$ cat src/shared/spg_pkg.sv
// Purpose: constants and carriers for the shared-pin port
// Assumes: byte-wide registers on a plain strobe port
// Notes: offsets are byte register offsets of the device map
package spg_pkg;
  localparam int SPG_ADDR_W = 8;
  localparam int SPG_DATA_W = 8;
  localparam logic [7:0] SPG_OFF_ENABLE = 8'h0c;
  localparam logic [7:0] SPG_OFF_DIRECTION = 8'h0d;
  localparam logic [7:0] SPG_OFF_LEVEL = 8'h0e;
  localparam logic [7:0] SPG_RST_ENABLE = 8'h00;
  localparam logic [7:0] SPG_RST_DIRECTION = 8'h00;
  localparam logic [7:0] SPG_RST_LEVEL = 8'h00;
  localparam logic SPG_DIR_OUTPUT = 1'b0;
  localparam logic SPG_DIR_INPUT = 1'b1;
  localparam int SPG_SYNC_STAGES = 2;
  localparam int SPG_PIN_MAX = 8;
  localparam int SPG_PIN_REFP = 0;
  localparam int SPG_PIN_REFN = 1;

  typedef struct packed {
    logic [SPG_ADDR_W-1:0] addr;
    logic [SPG_DATA_W-1:0] wdata;
    logic wr;
    logic rd;
  } spg_req_type;

  typedef struct packed {
    logic [SPG_PIN_MAX-1:0] out;
    logic [SPG_PIN_MAX-1:0] oe;
  } spg_pad_type;
endpackage

$ cat src/design/spg_port.sv
// Purpose: shared-pin general-purpose digital port with register access
// Assumes: single core_clk domain; pads resolved outside from out/oe
// Notes: PINS=4 or 8; bits at and above PINS read as zero
`timescale 1ns/100ps
// Contract
// each pin has a direction bit, 0 output and 1 input, all reset to 0.
// the eight-pin variant has a byte of direction bits, bit n for pin n.
// pin 0 shares the positive reference terminal, pin 1 the negative, pins 2-7 analog inputs.
// an output pin reads back its stored bit and is driven to that level.
// a write to an input pin's data bit updates only the stored value.
// data bit 0 means low, 1 means high, and all data bits reset to 0.
// the pin data register sits at offset 0x0e and resets to 0x00.
// a pin acts as a port pin only while its enable bit at offset 0x0c is one; here reads at 0x0e ignore that bit.
// an input pin reads its synchronised level; unused upper bits read zero.
module spg_port
  import spg_pkg::*;
#(
  parameter int PINS = 8
) (
  input wire logic core_clk,
  input wire logic rst,
  input wire logic clk_en,
  input wire spg_req_type bus_req,
  output logic [SPG_DATA_W-1:0] rdata,
  input wire logic [SPG_PIN_MAX-1:0] pad_in,
  output spg_pad_type pad_drv,
  output logic [SPG_PIN_MAX-1:0] port_claim
);
  logic [SPG_PIN_MAX-1:0] enable_r;
  logic [SPG_PIN_MAX-1:0] direction_r;
  logic [SPG_PIN_MAX-1:0] level_r;
  logic [SPG_PIN_MAX-1:0] pad_sync;
  logic [SPG_PIN_MAX-1:0] impl_mask;
  logic [SPG_PIN_MAX-1:0] level_view;
  logic [SPG_DATA_W-1:0] rdata_nxt;

  // mask of implemented pins, so the four-pin variant hides its top half
  genvar gi;
  generate
    for (gi = 0; gi < SPG_PIN_MAX; gi++) begin : g_pin
      assign impl_mask[gi] = (gi < PINS);
      // inputs show the synchronised pad, outputs the stored bit
      assign level_view[gi] = (direction_r[gi] == SPG_DIR_INPUT) ?
                              pad_sync[gi] : level_r[gi];
    end
  endgenerate

  spg_sync #(
    .WIDTH(SPG_PIN_MAX)
  ) u_sync (
    .core_clk(core_clk),
    .rst(rst),
    .clk_en(clk_en),
    .async_in(pad_in),
    .sync_out(pad_sync)
  );

  logic wr_hit;
  assign wr_hit = clk_en && bus_req.wr;

  always_ff @(posedge core_clk or posedge rst) begin
    if (rst) begin
      enable_r <= SPG_RST_ENABLE;
    end else if (wr_hit && bus_req.addr == SPG_OFF_ENABLE) begin
      enable_r <= bus_req.wdata & impl_mask;
    end
  end

  always_ff @(posedge core_clk or posedge rst) begin
    if (rst) begin
      direction_r <= SPG_RST_DIRECTION;
    end else if (wr_hit && bus_req.addr == SPG_OFF_DIRECTION) begin
      direction_r <= bus_req.wdata & impl_mask;
    end
  end

  // stored value updates whatever the direction; only output pins drive it
  always_ff @(posedge core_clk or posedge rst) begin
    if (rst) begin
      level_r <= SPG_RST_LEVEL;
    end else if (wr_hit && bus_req.addr == SPG_OFF_LEVEL) begin
      level_r <= bus_req.wdata & impl_mask;
    end
  end

  always_comb begin
    rdata_nxt = '0;
    case (bus_req.addr)
      SPG_OFF_ENABLE: rdata_nxt = enable_r;
      SPG_OFF_DIRECTION: rdata_nxt = direction_r;
      SPG_OFF_LEVEL: rdata_nxt = level_view & impl_mask;
      default: rdata_nxt = '0;
    endcase
  end

  // read data stand only in the cycle after the strobe
  always_ff @(posedge core_clk or posedge rst) begin
    if (rst) begin
      rdata <= '0;
    end else if (clk_en) begin
      rdata <= bus_req.rd ? rdata_nxt : '0;
    end
  end

  // pad drive registered so outputs come from flops; one cycle after change
  always_ff @(posedge core_clk or posedge rst) begin
    if (rst) begin
      pad_drv <= '0;
      port_claim <= '0;
    end else if (clk_en) begin
      // terminal order: pin0 refp, pin1 refn, pin n analog input n
      port_claim <= enable_r & impl_mask;
      pad_drv.oe <= enable_r & ~direction_r & impl_mask;
      pad_drv.out <= level_r & enable_r & ~direction_r & impl_mask;
    end
  end
endmodule

$ cat src/design/spg_sync.sv
// Purpose: two-stage synchroniser for pad inputs
// Assumes: pad levels are asynchronous to core_clk
// Notes: first stage feeds only the second
`timescale 1ns/100ps
module spg_sync
  import spg_pkg::*;
#(
  parameter int WIDTH = 8
) (
  input wire logic core_clk,
  input wire logic rst,
  input wire logic clk_en,
  input wire logic [WIDTH-1:0] async_in,
  output logic [WIDTH-1:0] sync_out
);
  logic [WIDTH-1:0] meta_r;

  always_ff @(posedge core_clk or posedge rst) begin
    if (rst) begin
      meta_r <= '0;
      sync_out <= '0;
    end else if (clk_en) begin
      meta_r <= async_in;
      sync_out <= meta_r;
    end
  end
endmodule

$ cat config.mk
export PLATFORM = sky130hd
export DESIGN_NAME = spg_port
export DESIGN_NICKNAME = d
export VERILOG_FILES = /design/src/shared/spg_pkg.sv /design/src/design/spg_port.sv /design/src/design/spg_sync.sv
export SDC_FILE = /design/constraint.sdc
export NUM_CORES = 1
export LEC_CHECK = 0
export BUFFER_PORTS_ARGS = -buffer_cell sky130_fd_sc_hd__buf_2
export CAP_MARGIN = 40
export CORE_MARGIN = 1
export CORE_UTILIZATION = 40
export CTS_BUF_LIST = sky130_fd_sc_hd__clkbuf_4 sky130_fd_sc_hd__clkbuf_8 sky130_fd_sc_hd__clkbuf_16
export DETAILED_ROUTE_END_ITERATION = 6
export GPL_ROUTABILITY_DRIVEN = 0
export PLACE_DENSITY = 0.62
export SYNTH_ARGS = -nofsm -noshare
export SYNTH_HDL_FRONTEND = slang
export SYNTH_SLANG_ARGS = --single-unit
$ cat constraint.sdc
create_clock -name core_clk -period 1.75 [get_ports core_clk]
set_input_delay 0.0875 -clock core_clk [delete_from_list [all_inputs] [get_ports core_clk]]
set_output_delay 0.0875 -clock core_clk [all_outputs]
set_load 0.01 [all_outputs]
==> flow_metrics.tcl <==
set metrics [dict create \
    finalSetupViolCount 0 \
    root_buffer "clkbuf_8" \
    die_area_mm2 0.008181 \
    wire_per_inst_um 15.11 \
    p_total_mw 3.687 \
    final_cells 416 \
    rsz0062_at_grt "no" \
    clockBufferDepth 2 \
    grt_max_degree 73 \
    grt_use_total_pct 16.91 \
    power.density_mw_per_mm2 937.8 \
    peakVddDrop_uv 420.7 \
    grt_antenna_before_repair 0 \
    synthesis.area_mm2 0.003129 \
    min_path_cells 2 \
    worstRegToRegCells 3 \
    first_pass_iters 4 \
    syn_area_per_cell_um2 13.20 \
    antenna-diode-count 0 \
    holdPathEnd "direction_r[7]" \
    arrival_ns 1.65 \
    tns_ns 0 \
    syn_nets 266 \
    route.detailed.drc 0 \
    coreArea_mm2 0.007408 \
    worstHoldStart "bus_req[9]" \
    design_area_mm2 0.003931 \
    reg2reg_from "direction_r[0]" \
    placed_cell_area_mm2 0.003557 \
    row_count 31 \
    ys_ff_latch 72 \
    place_hpwl_mm 4.082 \
    max_freq_mhz 694.3 \
    hold_class "input pin to flip-flop" \
    h-tree-depth 3 \
    start_kind "flip-flop" \
    min_period_over_period_pct 82.30 \
    whs_ns 0.01104 \
    io_buffers 60 \
    synth_top_area_share_pct 57.58 \
    r2r_slack_ns 0.31 \
    tightest_slew_ns 0.5784 \
    path_clk_slew_ns 0.07 \
    path_cells "and4b_1 -> a2111oi_0 -> o22ai_1" \
    syn2layout_area_growth_pct 25.63 \
    via_per_inst 5.123 \
    clk-insertion-delay-late_ns 0.35 \
    cpPeakStageDelay_ns 0.55 \
    synth_top_cell_by_area "dfrtp_1" \
    hold_viol_final 0 \
    synth.distinct_cells 26 \
    die_x_um 90.45 \
    grt_pass1_wl_mm 10.71 \
    dp.cells 388 \
    timing.rr.end "rdata[0]" \
    cts_buffers 9 \
    drv_slew 0 \
    cpMaxStageDelayCell "a2111oi_0" \
    grt-ovfl-total 0 \
    drtAntennaViolNets 0 \
    cts_tree "yes" \
    initial_core_util_pct 42.24 \
    drt_iter0_drc 89 \
    post_cts_resized 0 \
    clock_skew_ns 0.009620 \
    netlist_instances 237 \
    ys_top_cells_by_area "dfrtp_1, mux2_2, inv_1, o21ai_0, and4b_1" \
    drive_gt1_share_pct 42.90 \
    worstPathRequired_ns 1.96 \
    p_leak_nw 1.917 \
    routed_wl_mm 6.286 \
    period_needed_ns 1.440 \
    yosysWarnings 0 \
    clkSinkCount 72 \
    end_kind "flip-flop" \
    status "complete, no violations" \
    first_global_vias 2106 \
    io_pins 61 \
    max_cap_violations 0 \
    die_y_um 90.45 \
    cp_max_fo 6 \
    timing.slew.headroom_pct 60.45 \
    synth_seq_area_share_pct 57.58 \
    fin_nets 341 \
    vias 2131 \
    crit_type "flip-flop to flip-flop" \
]
## registers in the layout (all words and copies together) (netlist names)
signal / count
direction_r: 8
enable_r: 8
u_sync.meta_r: 8
rdata: 8
port_claim: 8
level_r: 8
pad_drv: 16
u_sync.sync_out: 8
## cell usage after synthesis
master,n
and3b_1,1
buf_1,1
nand2_1,1
nor2b_1,3
dfrtp_1,72
clkbuf_2,2
a221oi_1,1
mux2_2,50
o21ai_0,15
nor3b_4,1
buf_4,2
and4bb_2,1
nand4b_1,7
nor4bb_1,6
nand3b_1,7
nor3b_1,7
and4bb_1,1
a2111oi_0,7
nand3_1,1
nor2_1,1
o22ai_1,8
clkbuf_1,7
and4b_1,7
inv_1,24
nand4_1,1
nand4_2,3
## placed cells by master (no fill, tap or decap), types with 2 or more instances in the layout
cell type      Yosys  routed
dlygate4sd3_1      0      12
clkinvlp_4         0       2
nand4b_1           7       7
mux2_2            50      50
bufinv_16          0       3
a2111oi_0          7       7
nand3b_1           7       7
nor2b_1            3       3
clkbuf_8           0      11
nand4_2            3       3
nor3b_1            7       7
and4b_1            7       7
dfrtp_1           72      72
buf_2              0      60
buf_4              2       2
buf_12             0       2
o22ai_1            8       8
nor4bb_1           6       6
inv_1             24      23
o21ai_0           15      15
## metrics by stage
stage                     utilization, %  setup slack [ns]
after CTS                          53.07            0.3069
after detailed placement           48.02            0.1836
after global placement             48.02            0.2270
final                              53.07            0.3098
after global routing               53.07            0.1516
after floorplan                        -            0.5862
## power by group
part / switching, mW / total [mW] / internal [mW]
Combinational: 0.127 / 0.266 / 0.138
Clock: 0.616 / 1.64 / 1.02
Sequential: 0.0478 / 1.78 / 1.74
Total: 0.791 / 3.69 / 2.90
## critical path, delay by kind of cell (launching register included)
family	cells	cell delay, ns
DFF	1	0.43
AOI/OAI and AO/OA	2	0.67
and+or+nand+nor	1	0.20
## final cells by class
cell class                      count  area (um2)
Clock buffer                       11       151.4
Clock inverter                      5       102.6
Fill cell                         677        3477
Inverter                           24       93.84
Multi-Input combinational cell    129        1182
Sequential cell                    72        1802
Tap cell                           99       123.9
Timing Repair Buffer               76       475.5
## routing by layer
metal	global-route usage, %	share of wire, %
met5	0	0
met2	25.06	45
met4	6.048	1.4
met1	23.77	49
met3	4.630	4.3
## cell families after synthesis
logic type	after synthesis	synth area share, %
simple gates	48	13.55
mux	50	17.99
flops	72	57.58
buf+inv	36	4.638
compound gates	31	6.238
## timing repair
action | in CTS | in global routing
hold buffers | 12 | 0
endpoints found under the hold margin | 88 | 0
buffers inserted | 0 | 0
## worst max-delay path by stage
| stage | from | to | slack [ns] | cells after the start |
|---|---|---|---|---|
| detailed placement | bus_req[11] | rdata[3] | 0.18 | 5 |
| global placement | bus_req[11] | rdata[6] | 0.23 | 5 |
| CTS | direction_r[3] | rdata[3] | 0.31 | 3 |
| finish | direction_r[0] | rdata[0] | 0.31 | 3 |
| global route | direction_r[3] | rdata[3] | 0.15 | 3 |
| floorplan | clk_en | direction_r[0] | 0.59 | 4 |
Note: power is estimated with default switching activity, not from simulation.
